**src/verilog/vic_defs.svh**
```systemverilog
// offsets, reset values and timing counts of the interrupt controller
`ifndef VIC_DEFS_SVH
`define VIC_DEFS_SVH
`define VIC_ADDR_RISE     16'hff48
`define VIC_ADDR_FALL     16'hff49
`define VIC_ADDR_BLOCK_A  16'hffe4
`define VIC_ADDR_BLOCK_B  16'hffe5
`define VIC_ADDR_BLOCK_C  16'hffe6
`define VIC_ADDR_LEVEL_A  16'hffe8
`define VIC_ADDR_LEVEL_B  16'hffe9
`define VIC_ADDR_LEVEL_C  16'hffea
`define VIC_ADDR_STATUS   16'hff1e
`define VIC_ADDR_REQ_A    16'hffe0
`define VIC_ADDR_REQ_B    16'hffe1
`define VIC_ADDR_REQ_C    16'hffe2
`define VIC_RST_BLOCK     8'hff
`define VIC_RST_LEVEL     8'hff
`define VIC_RST_EDGE      8'h00
`define VIC_RST_STATUS    8'h02
`define VIC_BIT_ENABLE    7
`define VIC_BIT_PRIO      1
`define VIC_NMI_VECTOR    16'h0004
`define VIC_VEC_BASE      16'h0004
`define VIC_NSRC          24
`define VIC_EXT_FIRST     1
`define VIC_WDT_SRC       0
`define VIC_LAT_MIN_HI    7
`define VIC_LAT_MIN_LO    8
`define VIC_LAT_MAX_HI    32
`define VIC_LAT_MAX_LO    33
`endif

```
**src/verilog/vic_pkg.sv**
```systemverilog
// types shared by the interrupt controller
package vic_pkg;
  typedef enum logic [2:0] {
    ST_IDLE   = 3'b000,
    ST_PUSH_S = 3'b001,
    ST_PUSH_P = 3'b010,
    ST_VECTOR = 3'b011
  } acc_state_t;
endpackage
```
**src/verilog/vectored_interrupt_control.sv**
```systemverilog
// vectored interrupt control: flag banks, edge select, status word, arbitration
// Overview of operation
// - blocked bit set gates its source off
// - level bit zero means high group
// - rise/fall pair selects external pin edge
// - low pairs readable and writable as 16 bits; the request pair takes byte writes only
// - status word resets 02h, byte/bit/enable ops
// - accept or trap pushes status, clears enable
// - maskable accept copies level bit to priority bit
// - push/pop/returns save and restore status word
// - non-maskable accepted regardless, outranks all
// - non-maskable accept pushes, clears both, vectors
// - nested non-maskable waits return plus one instruction
// - many non-maskable requests collapse into one
// - eligible when requested, unblocked, enable set
// - high handler running blocks low group
// - latency 7-32 high, 8-33 low clocks
// - divide instruction may stretch latency
// - high group first, then default order
// - pending request stays latched until accepted
// - maskable accept pushes, clears enable, vectors
// - watchdog blocked bit reads undefined in mode 1
// - request set by source, cleared on accept
// - default order zero highest, 23 lowest
// - watchdog non-maskable vector is 0004h
`timescale 1ns/1ps
`default_nettype none
`include "vic_defs.svh"
module vectored_interrupt_control
  import vic_pkg::*;
(
  input  wire logic        clk,          // cpu clock
  input  wire logic        rst_b,        // async reset, active low
  input  wire logic [15:0] reg_addr,     // register address
  input  wire logic [15:0] reg_wdata,    // write data, high byte for 16-bit
  input  wire logic        reg_wr,       // byte write strobe
  input  wire logic        reg_wr16,     // 16-bit write strobe
  input  wire logic        reg_rd,       // read strobe
  output logic      [15:0] reg_rdata,    // registered read data
  input  wire logic [23:0] src_req,      // internal request pulses, bit = default order
  input  wire logic [3:0]  ext_pin,      // external_interrupt_pins
  input  wire logic        nmi_req,      // watchdog_overflow_request, non-maskable
  input  wire logic        wdt_mode1,    // watchdog in mode 1
  input  wire logic        instr_end,    // instruction boundary
  input  wire logic        div_busy,     // divide in progress
  input  wire logic        cmd_ei,       // unmask_all_instr
  input  wire logic        cmd_di,       // mask_all_instr
  input  wire logic        cmd_trap,     // soft_trap_instr
  input  wire logic        cmd_push,     // push status word
  input  wire logic        cmd_pop,      // pop status word, data on stack_rdata
  input  wire logic        cmd_return_from_service,     // return_from_service, data on stack_rdata
  input  wire logic        cmd_return_from_soft_trap,     // return_from_soft_trap
  input  wire logic [7:0]  stack_rdata,  // status word popped from stack
  input  wire logic        pc_pushed,    // cpu finished pushing pc
  output logic             stack_push,   // push status word request
  output logic      [7:0]  stack_wdata,  // status word to push
  output logic             pc_push,      // push pc request
  output logic             vec_load,     // load pc from vector table
  output logic      [15:0] vec_addr,     // vector table address
  output logic      [7:0]  status_word   // current status word
);
  logic [7:0]  rise_sel;
  logic [7:0]  fall_sel;
  logic [23:0] blocked;
  logic [23:0] level;
  logic [23:0] request;
  logic [3:0]  pin_prev;
  logic        nmi_pend;
  logic        nmi_active;
  logic        nmi_gap;
  logic [4:0]  win_idx;
  logic        win_nmi;
  acc_state_t  state;
  acc_state_t  next_state;

  function automatic logic hit(input logic [15:0] a, input logic [15:0] o);
    hit = (a == o);
  endfunction

  // 16-bit access addresses the low byte; the odd byte follows it
  wire wr8  = reg_wr & ~reg_wr16;
  wire [7:0] wlo = reg_wdata[7:0];
  wire [7:0] whi = reg_wdata[15:8];
  wire wr_rise = wr8 & hit(reg_addr, `VIC_ADDR_RISE);
  wire wr_fall = wr8 & hit(reg_addr, `VIC_ADDR_FALL);
  wire wr_ba   = (reg_wr | reg_wr16) & hit(reg_addr, `VIC_ADDR_BLOCK_A);
  wire wr_bb   = (wr8 & hit(reg_addr, `VIC_ADDR_BLOCK_B))
               | (reg_wr16 & hit(reg_addr, `VIC_ADDR_BLOCK_A));
  wire wr_bc   = wr8 & hit(reg_addr, `VIC_ADDR_BLOCK_C);
  wire wr_la   = (reg_wr | reg_wr16) & hit(reg_addr, `VIC_ADDR_LEVEL_A);
  wire wr_lb   = (wr8 & hit(reg_addr, `VIC_ADDR_LEVEL_B))
               | (reg_wr16 & hit(reg_addr, `VIC_ADDR_LEVEL_A));
  wire wr_lc   = wr8 & hit(reg_addr, `VIC_ADDR_LEVEL_C);
  wire wr_st   = wr8 & hit(reg_addr, `VIC_ADDR_STATUS);
  wire [7:0] bb_data = reg_wr16 ? whi : wlo;
  wire [7:0] lb_data = reg_wr16 ? whi : wlo;

  // edge detection on the four external pins
  wire [3:0] rise_edge = ext_pin & ~pin_prev & rise_sel[3:0];
  wire [3:0] fall_edge = ~ext_pin & pin_prev & fall_sel[3:0];
  wire [23:0] raise_vec = src_req | {19'h00000, rise_edge | fall_edge, 1'b0};

  // eligibility: requested and unblocked, then group gating by priority bit
  wire        ie  = status_word[`VIC_BIT_ENABLE];
  wire        service_priority_bit = status_word[`VIC_BIT_PRIO];
  wire [23:0] elig    = request & ~blocked;
  wire [23:0] elig_hi = elig & ~level;
  wire [23:0] elig_lo = service_priority_bit ? (elig & level) : 24'h000000;
  wire [23:0] cand    = (|elig_hi) ? elig_hi : elig_lo;

  // lowest index wins within the chosen group
  logic [4:0] pick;
  always_comb begin
    pick = 5'h00;
    for (int i = `VIC_NSRC - 1; i >= 0; i--) begin
      if (cand[i]) begin
        pick = 5'(i);
      end
    end
  end

  // only at an instruction boundary, never mid-divide; late divide adds latency
  wire boundary = instr_end & ~div_busy;
  wire take_nmi = boundary & nmi_pend & ~nmi_active & ~nmi_gap & (state == ST_IDLE);
  wire take_mi  = boundary & ie & (|cand) & ~take_nmi & (state == ST_IDLE);
  wire trap_now = cmd_trap & (state == ST_IDLE);

  always_comb begin
    next_state = state;
    case (state)
      ST_IDLE:   next_state = (take_nmi | take_mi) ? ST_PUSH_S : ST_IDLE;
      ST_PUSH_S: next_state = ST_PUSH_P;
      ST_PUSH_P: next_state = pc_pushed ? ST_VECTOR : ST_PUSH_P;
      ST_VECTOR: next_state = ST_IDLE;
      default:   next_state = ST_IDLE;
    endcase
  end

  // status word next value; accept and pops outrank byte writes and ei/di
  logic [7:0] next_status;
  always_comb begin
    next_status = status_word;
    if (wr_st) next_status = wlo;
    if (cmd_ei) next_status[`VIC_BIT_ENABLE] = 1'b1;
    if (cmd_di) next_status[`VIC_BIT_ENABLE] = 1'b0;
    if (cmd_pop | cmd_return_from_service | cmd_return_from_soft_trap) next_status = stack_rdata;
    if (trap_now) next_status[`VIC_BIT_ENABLE] = 1'b0;
    if (take_mi) begin
      next_status[`VIC_BIT_ENABLE] = 1'b0;
      next_status[`VIC_BIT_PRIO]   = level[pick];
    end
    if (take_nmi) begin
      next_status[`VIC_BIT_ENABLE] = 1'b0;
      next_status[`VIC_BIT_PRIO]   = 1'b0;
    end
  end

  // request bits: source set wins over a software clear in the same cycle
  wire [23:0] clr_acc = take_mi ? (24'h000001 << pick) : 24'h000000;
  logic [23:0] next_request;
  always_comb begin
    next_request = request;
    if (wr8 & hit(reg_addr, `VIC_ADDR_REQ_A)) next_request[7:0] = wlo;
    if (wr8 & hit(reg_addr, `VIC_ADDR_REQ_B)) next_request[15:8] = wlo;
    if (wr8 & hit(reg_addr, `VIC_ADDR_REQ_C)) next_request[23:16] = wlo;
    next_request = (next_request & ~clr_acc) | raise_vec;
  end

  always_ff @(posedge clk or negedge rst_b) begin
    if (!rst_b) begin
      rise_sel <= `VIC_RST_EDGE;
      fall_sel <= `VIC_RST_EDGE;
      blocked  <= {3{`VIC_RST_BLOCK}};
      level    <= {3{`VIC_RST_LEVEL}};
      request  <= 24'h000000;
      status_word <= `VIC_RST_STATUS;
      pin_prev <= 4'h0;
    end else begin
      if (wr_rise) rise_sel <= {4'h0, wlo[3:0]};
      if (wr_fall) fall_sel <= {4'h0, wlo[3:0]};
      if (wr_ba) blocked[7:0]   <= wlo;
      if (wr_bb) blocked[15:8]  <= bb_data;
      if (wr_bc) blocked[23:16] <= wlo;
      if (wr_la) level[7:0]     <= wlo;
      if (wr_lb) level[15:8]    <= lb_data;
      if (wr_lc) level[23:16]   <= wlo;
      request     <= next_request;
      status_word <= next_status;
      pin_prev    <= ext_pin;
    end
  end

  // non-maskable: one pending flag absorbs repeats; gap holds off one instruction
  always_ff @(posedge clk or negedge rst_b) begin
    if (!rst_b) begin
      nmi_pend   <= 1'b0;
      nmi_active <= 1'b0;
      nmi_gap    <= 1'b0;
    end else begin
      if (nmi_req) nmi_pend <= 1'b1;
      else if (take_nmi) nmi_pend <= 1'b0;
      if (take_nmi) nmi_active <= 1'b1;
      else if (cmd_return_from_service & nmi_active) nmi_active <= 1'b0;
      if (cmd_return_from_service & nmi_active) nmi_gap <= 1'b1;
      else if (instr_end) nmi_gap <= 1'b0;
    end
  end

  always_ff @(posedge clk or negedge rst_b) begin
    if (!rst_b) begin
      state   <= ST_IDLE;
      win_idx <= 5'h00;
      win_nmi <= 1'b0;
    end else begin
      state <= next_state;
      if (take_nmi | take_mi) begin
        win_idx <= pick;
        win_nmi <= take_nmi;
      end
    end
  end

  // cpu handshake outputs, all registered
  wire [15:0] mi_vec = `VIC_VEC_BASE + {10'h000, win_idx, 1'b0};
  always_ff @(posedge clk or negedge rst_b) begin
    if (!rst_b) begin
      stack_push  <= 1'b0;
      stack_wdata <= 8'h00;
      pc_push     <= 1'b0;
      vec_load    <= 1'b0;
      vec_addr    <= 16'h0000;
    end else begin
      stack_push <= take_nmi | take_mi | trap_now | cmd_push;
      if (take_nmi | take_mi | trap_now | cmd_push) stack_wdata <= status_word;
      pc_push  <= (next_state == ST_PUSH_P) & (state == ST_PUSH_S);
      vec_load <= (state == ST_VECTOR);
      if (state == ST_VECTOR) vec_addr <= win_nmi ? `VIC_NMI_VECTOR : mi_vec;
    end
  end

  // read mux; watchdog blocked bit reads as don't-care zero in mode 1
  logic [15:0] rd_mux;
  always_comb begin
    rd_mux = 16'h0000;
    case (reg_addr)
      `VIC_ADDR_RISE:    rd_mux = {8'h00, rise_sel};
      `VIC_ADDR_FALL:    rd_mux = {8'h00, fall_sel};
      `VIC_ADDR_BLOCK_A: rd_mux = {blocked[15:8], blocked[7:1], blocked[0] & ~wdt_mode1};
      `VIC_ADDR_BLOCK_B: rd_mux = {8'h00, blocked[15:8]};
      `VIC_ADDR_BLOCK_C: rd_mux = {8'h00, blocked[23:16]};
      `VIC_ADDR_LEVEL_A: rd_mux = level[15:0];
      `VIC_ADDR_LEVEL_B: rd_mux = {8'h00, level[15:8]};
      `VIC_ADDR_LEVEL_C: rd_mux = {8'h00, level[23:16]};
      `VIC_ADDR_REQ_A:   rd_mux = request[15:0];
      `VIC_ADDR_REQ_B:   rd_mux = {8'h00, request[15:8]};
      `VIC_ADDR_REQ_C:   rd_mux = {8'h00, request[23:16]};
      `VIC_ADDR_STATUS:  rd_mux = {8'h00, status_word};
      default:           rd_mux = 16'h0000;
    endcase
  end

  always_ff @(posedge clk or negedge rst_b) begin
    if (!rst_b) reg_rdata <= 16'h0000;
    else if (reg_rd) reg_rdata <= rd_mux;
  end

  // assertions
  property p_nmi_first;
    @(posedge clk) disable iff (!rst_b) take_nmi |-> !take_mi;
  endproperty
  a_nmi_first: assert property (p_nmi_first) else $error("maskable taken over nmi");
  property p_block;
    @(posedge clk) disable iff (!rst_b) take_mi |-> !blocked[pick] && request[pick];
  endproperty
  a_block: assert property (p_block) else $error("blocked source accepted");
  property p_low_gate;
    @(posedge clk) disable iff (!rst_b) (take_mi && !service_priority_bit) |-> !level[pick];
  endproperty
  a_low_gate: assert property (p_low_gate) else $error("low group under high");
  property p_ie_clear;
    @(posedge clk) disable iff (!rst_b) take_mi |=> !status_word[`VIC_BIT_ENABLE];
  endproperty
  a_ie_clear: assert property (p_ie_clear) else $error("enable not cleared");
  property p_isp_copy;
    @(posedge clk) disable iff (!rst_b)
      take_mi |=> status_word[`VIC_BIT_PRIO] == $past(level[pick]);
  endproperty
  a_isp_copy: assert property (p_isp_copy) else $error("priority bit not copied");
  property p_nmi_clear;
    @(posedge clk) disable iff (!rst_b)
      take_nmi |=> !status_word[`VIC_BIT_ENABLE] && !status_word[`VIC_BIT_PRIO];
  endproperty
  a_nmi_clear: assert property (p_nmi_clear) else $error("nmi flags not cleared");
  property p_push_status;
    @(posedge clk) disable iff (!rst_b)
      (take_mi || take_nmi) |=> stack_push && stack_wdata == $past(status_word);
  endproperty
  a_push_status: assert property (p_push_status) else $error("status not pushed");
  property p_req_clear;
    @(posedge clk) disable iff (!rst_b)
      (take_mi && !raise_vec[pick]) |=> !request[$past(pick)];
  endproperty
  a_req_clear: assert property (p_req_clear) else $error("request not cleared");
  property p_nmi_vec;
    @(posedge clk) disable iff (!rst_b)
      (vec_load && win_nmi) |-> vec_addr == `VIC_NMI_VECTOR;
  endproperty
  a_nmi_vec: assert property (p_nmi_vec) else $error("nmi vector wrong");
  property p_boundary;
    @(posedge clk) disable iff (!rst_b) (take_mi || take_nmi) |-> instr_end && !div_busy;
  endproperty
  a_boundary: assert property (p_boundary) else $error("accept off boundary");
  // an accept must drive the whole push sequence without stalling
  property p_accept_seq;
    @(posedge clk) disable iff (!rst_b) (take_mi || take_nmi) |=> stack_push ##1 pc_push;
  endproperty
  a_accept_seq: assert property (p_accept_seq) else $error("push sequence broken");
  property p_trap_push;
    @(posedge clk) disable iff (!rst_b)
      trap_now |=> stack_push && !status_word[`VIC_BIT_ENABLE];
  endproperty
  a_trap_push: assert property (p_trap_push) else $error("trap did not push");
  property p_ei_set;
    @(posedge clk) disable iff (!rst_b)
      (cmd_ei && !cmd_di && !trap_now && !take_mi && !take_nmi && !cmd_pop && !cmd_return_from_service
        && !cmd_return_from_soft_trap) |=> status_word[`VIC_BIT_ENABLE];
  endproperty
  a_ei_set: assert property (p_ei_set) else $error("enable not set");
  // a restore is the only path that loads a whole stacked word
  property p_restore;
    @(posedge clk) disable iff (!rst_b)
      ((cmd_pop || cmd_return_from_service || cmd_return_from_soft_trap) && !trap_now && !take_mi && !take_nmi)
        |=> status_word == $past(stack_rdata);
  endproperty
  a_restore: assert property (p_restore) else $error("status not restored");
  property p_nmi_hold;
    @(posedge clk) disable iff (!rst_b) (cmd_return_from_service && nmi_active) |=> !take_nmi;
  endproperty
  a_nmi_hold: assert property (p_nmi_hold) else $error("nmi taken too early");
  property p_nmi_once;
    @(posedge clk) disable iff (!rst_b) (take_nmi && !nmi_req) |=> !nmi_pend;
  endproperty
  a_nmi_once: assert property (p_nmi_once) else $error("nmi left pending");
  // a source pulse lands even when software or an accept clears that bit
  property p_req_set;
    @(posedge clk) disable iff (!rst_b)
      (|raise_vec) |=> (request & $past(raise_vec)) == $past(raise_vec);
  endproperty
  a_req_set: assert property (p_req_set) else $error("request pulse lost");
  property p_high_first;
    @(posedge clk) disable iff (!rst_b)
      (take_mi && (|(request & ~blocked & ~level))) |-> !level[pick];
  endproperty
  a_high_first: assert property (p_high_first) else $error("low group beat high");
  // no eligible source of the winner's group may sit at a lower index
  property p_default_order;
    @(posedge clk) disable iff (!rst_b)
      take_mi |-> (request & ~blocked & ~(level ^ {24{level[pick]}})
        & ((24'h000001 << pick) - 24'h000001)) == 24'h000000;
  endproperty
  a_default_order: assert property (p_default_order) else $error("order broken");
  // each enabled pin edge must raise that pin's request on the next edge
  for (genvar g = 0; g < 4; g++) begin : g_pin
    property p_pin_edge;
      @(posedge clk) disable iff (!rst_b)
        ((ext_pin[g] && !$past(ext_pin[g]) && rise_sel[g])
          || (!ext_pin[g] && $past(ext_pin[g]) && fall_sel[g]))
        |=> request[g + `VIC_EXT_FIRST];
    endproperty
    a_pin_edge: assert property (p_pin_edge) else $error("pin edge not latched");
  end
endmodule
`default_nettype wire

```
**config.mk**
```make
export PLATFORM = sky130hd
export DESIGN_NAME = vectored_interrupt_control
export DESIGN_NICKNAME = d
export VERILOG_FILES = /design/src/verilog/vic_pkg.sv /design/src/verilog/vectored_interrupt_control.sv
export VERILOG_INCLUDE_DIRS = /design/src /design/src/verilog
export SDC_FILE = /design/constraint.sdc
export NUM_CORES = 1
export LEC_CHECK = 0
export ABC_AREA = 1
export BUFFER_PORTS_ARGS = -buffer_cell sky130_fd_sc_hd__buf_4
export CAP_MARGIN = 20
export CORE_MARGIN = 2
export CORE_UTILIZATION = 50
export DETAILED_ROUTE_END_ITERATION = 7
export PLACE_DENSITY = 0.74
export SETUP_SLACK_MARGIN = 0.4
export SLEW_MARGIN = 15
export SYNTH_ARGS = -nofsm -noshare
export SYNTH_HDL_FRONTEND = slang
export SYNTH_SLANG_ARGS = --single-unit
```
**constraint.sdc**
```tcl
create_clock -name clk -period 5 [get_ports clk]
set_input_delay 0.25 -clock clk [delete_from_list [all_inputs] [get_ports clk]]
set_output_delay 0.25 -clock clk [all_outputs]
set_load 0.005 [all_outputs]
```
==> impl_metrics.ini <==
[status]
status = finished, final reports clean

[clock_network]
clk_pin_slew_ns = 0.06
cts_resized = 0
numCtsBuffers = 17
clock_latency_ns = 0.43
cts_sinks = 136
clk_path_buf_depth = 2
cts_root_buf = clkbuf_16
tritoncts = built
cts.htree.levels = 4

[die]
ios = 136
initial_core_util_pct = 51.5
std_cell_rows = 45
coreArea_um2 = 15300
die_area_um2 = 16700
dieHeight_um = 129
die_w_um = 129

[power_and_ir_drop]
leakage_nw = 4.57
switching_power_w = 0.000818
clkPwrFrac_pct = 42.6
p_per_area_nw_per_um2 = 291
p_int_w = 0.00200
comb_power_share_pct = 14.3
peakVddDrop_uv = 230
power_frac_seq_pct = 43.1
swShare_pct = 29.0

[global_routing]
overflow = 0
antenna_found_initial = 0
grt_pass1_vias = 7588
grt_max_degree = 87
grt_pass1_wl_um = 44300
grtUsageTotal_pct = 36.2

[synthesis]
avgSynthCellArea_um2 = 7.42
ys_warn_count = 0
synth_area_um2 = 7860
synth.ff_latch_count = 136
ys_top_cells_by_area = dfrtp_1 (28%), dfstp_2 (16%), nand2_1 (12%), o21ai_0 (10%), inv_1 (7.1%)
yosysTopAreaCell = dfrtp_1
synth_edf_count = 0
synth.top_cell.area_share_pct = 27.7
yosysUniqueCellTypes = 50
synth_top_flop_cell = dfrtp_1
async_reset_ff_share_pct = 100
seq_area_frac_synth_pct = 44.1
synthCells = 1059

[timing]
slew_headroom_pct = 21.8
tightest_slew_ns = 1.17
clock.fmax_ghz = 0.245
tns_ns = 0
finClkSkew_ns = 0.00891
period_minus_slack_ns = 4.08
worst_slack_ns = 0.916
finalHoldViolCount = 0
timing.hold.ws_ns = 0.00913
grt_setup_unrepaired = false
layout_worst_path_cycle_share_pct = 81.7
setup_viol = 0
finalMaxSlewViolations = 0

[final_layout]
diodes = 0
num-fill-cells = 1369
final_cell_area_um2 = 9690
nNetsFinal = 1289
drive_gt1_share_pct = 21.3
syn2layout_area_growth_pct = 23.3
post-route-util_pct = 63.5

[drt]
drcViolationCount = 0
routedWlPerCell_um = 20.7
num_vias = 8131
ant_nets = 0
routed_wl_um = 29400
firstDrtPassIters = 6
drt_iter0_markers = 925
routed_via_density = 5.72

[worst_setup_path]
critPathKind = reg -> reg
required_ns = 5.29
critPathLaunchType = register
startpoint = request[16]
arrival_ns = 4.37
crit_fanout = 22
end_kind = register
reg2reg_from = request[16]

[placement]
port_buffers = 125
pre_cts_slack_ns = 0.965
place_area_um2 = 8970
finalWeightedCongestion = 1.10
dp_hpwl_um = 22200

[min_path]
min_from = src_req[22]
hold_class = in -> reg

[flow_run]
cap_violations = 0
[cell type report]
cell class	count	area, µm²	share of cell area (%)
clock buffers	18	439	4.53
flip-flops and latches	136	3460	35.8
inverters	170	638	6.58
repair buffers	150	1170	12.1
multi-input cells	723	3600	37.1
well taps	211	264	2.72
clock inverters	14	115	1.19
[per-layer routing]
layer | GRT usage [%] | vias to the layer above | share of wire, %
met4 | 17.8 | 0 | 4.6
li1 | - | 3765 | -
met2 | 53.5 | 490 | 44
met1 | 49.5 | 3793 | 42
met3 | 9.45 | 83 | 9.9
met5 | 0 | - | 0
[through the flow]
stage | power (W) | cells
CTS | 0.00282 | 1422
global route | 0.00292 | 1422
floorplan | 0.00140 | 1068
global placement | 0.00162 | 1373
detailed placement | 0.00162 | 1373
finish | 0.00282 | 1422
[power by group through the flow]
stage | clock network [W] | registers [W] | logic (W)
floorplan | 0 | 0.00123 | 0.000171
global placement | 0 | 0.00123 | 0.000388
detailed placement | 0 | 0.00123 | 0.000392
CTS | 0.00120 | 0.00121 | 0.000403
global route | 0.00125 | 0.00122 | 0.000445
finish | 0.00120 | 0.00121 | 0.000403
[cell families after synthesis]
kind of cell	synth area share, %
AOI/OAI and AO/OA	18.6
buffers and inverters	10.6
DFF	44.1
adders and majority gates	0.955
and+or+nand+nor	24.5
other	0.0477
muxes	1.15
[Yosys cell counts, drive strengths merged (8+ instances only)]
library cell	count
dfstp	49
inv	167
nor4	8
dfrtp	87
a221oi	12
nand4	18
clkbuf	23
o21ai	169
a21oi	11
o22ai	28
mux2	8
buf	16
o211ai	12
nand2	253
nor2	88
nor3	11
nand3	56
[worst paths after layout]
path | end | slack, ns | depth (start not counted)
worst max register to register | stack_wdata[0] | 0.92 | 20
min in group asynchronous | fall_sel[2] | 0.45 | 2
worst max-delay path | stack_wdata[0] | 0.92 | 20
worst min-delay path | request[22] | 0.009 | 3
worst min register to register | request[4] | 0.49 | 1
max in group asynchronous | request[7] | 3.33 | 3
[state kept, by name (all words and copies together) (netlist names), 4 cells and up]
register / flops
vec_addr: 6
pin_prev: 4
stack_wdata: 8
level: 24
status_word: 8
rise_sel: 4
fall_sel: 4
reg_rdata: 16
request: 24
blocked: 24
win_idx: 5
[placed cells by master, fill, tap and decap left out, types with 3 or more instances in the layout]
cell and instances:
clkinv_4 4, dfrtp_1 87, a21oi_1 11, nor2_1 85, clkbuf_16 17, nand2_4 3
inv_6 4, dlygate4sd3_1 17, nand4_1 18, conb_1 10, inv_1 149, clkinv_2 3
a211oi_1 4, o22ai_1 28, a221oi_1 12, inv_2 18, nand2_1 247, a31oi_1 6
o2111ai_1 4, mux2_2 8, buf_4 132, nor4_1 6, o211ai_1 12, nand3_1 54
o21ai_1 7, clkinv_1 3, ha_1 6, nor3_2 3, o21ai_0 162, dfstp_2 49
nand3b_1 4, nor3_1 8
[worst max-delay path, cell delays in order, from the launching register on]
cell,delay (ns)
dfrtp_1,0.50
nand3_1,0.20
nand2_1,0.15
nor2_1,0.06
nand2_1,0.12
nor2_4,0.06
nand2_2,0.33
clkinv_1,0.26
nand3_1,0.12
nand2_1,0.11
nor2_1,0.16
nand2_1,0.09
nor2_1,0.15
inv_2,0.08
nor3_2,0.15
a21boi_1,0.12
nor2_2,0.39
nand2_1,0.20
or2_1,0.45
nor2_1,0.17
a21oi_1,0.05
[what timing repair did]
item	CTS	global route
hold buffers	17	0
buffers inserted	0	0
setup endpoints to repair	0	0
hold endpoints to repair	68	0
(Power assumes the default switching activity.)
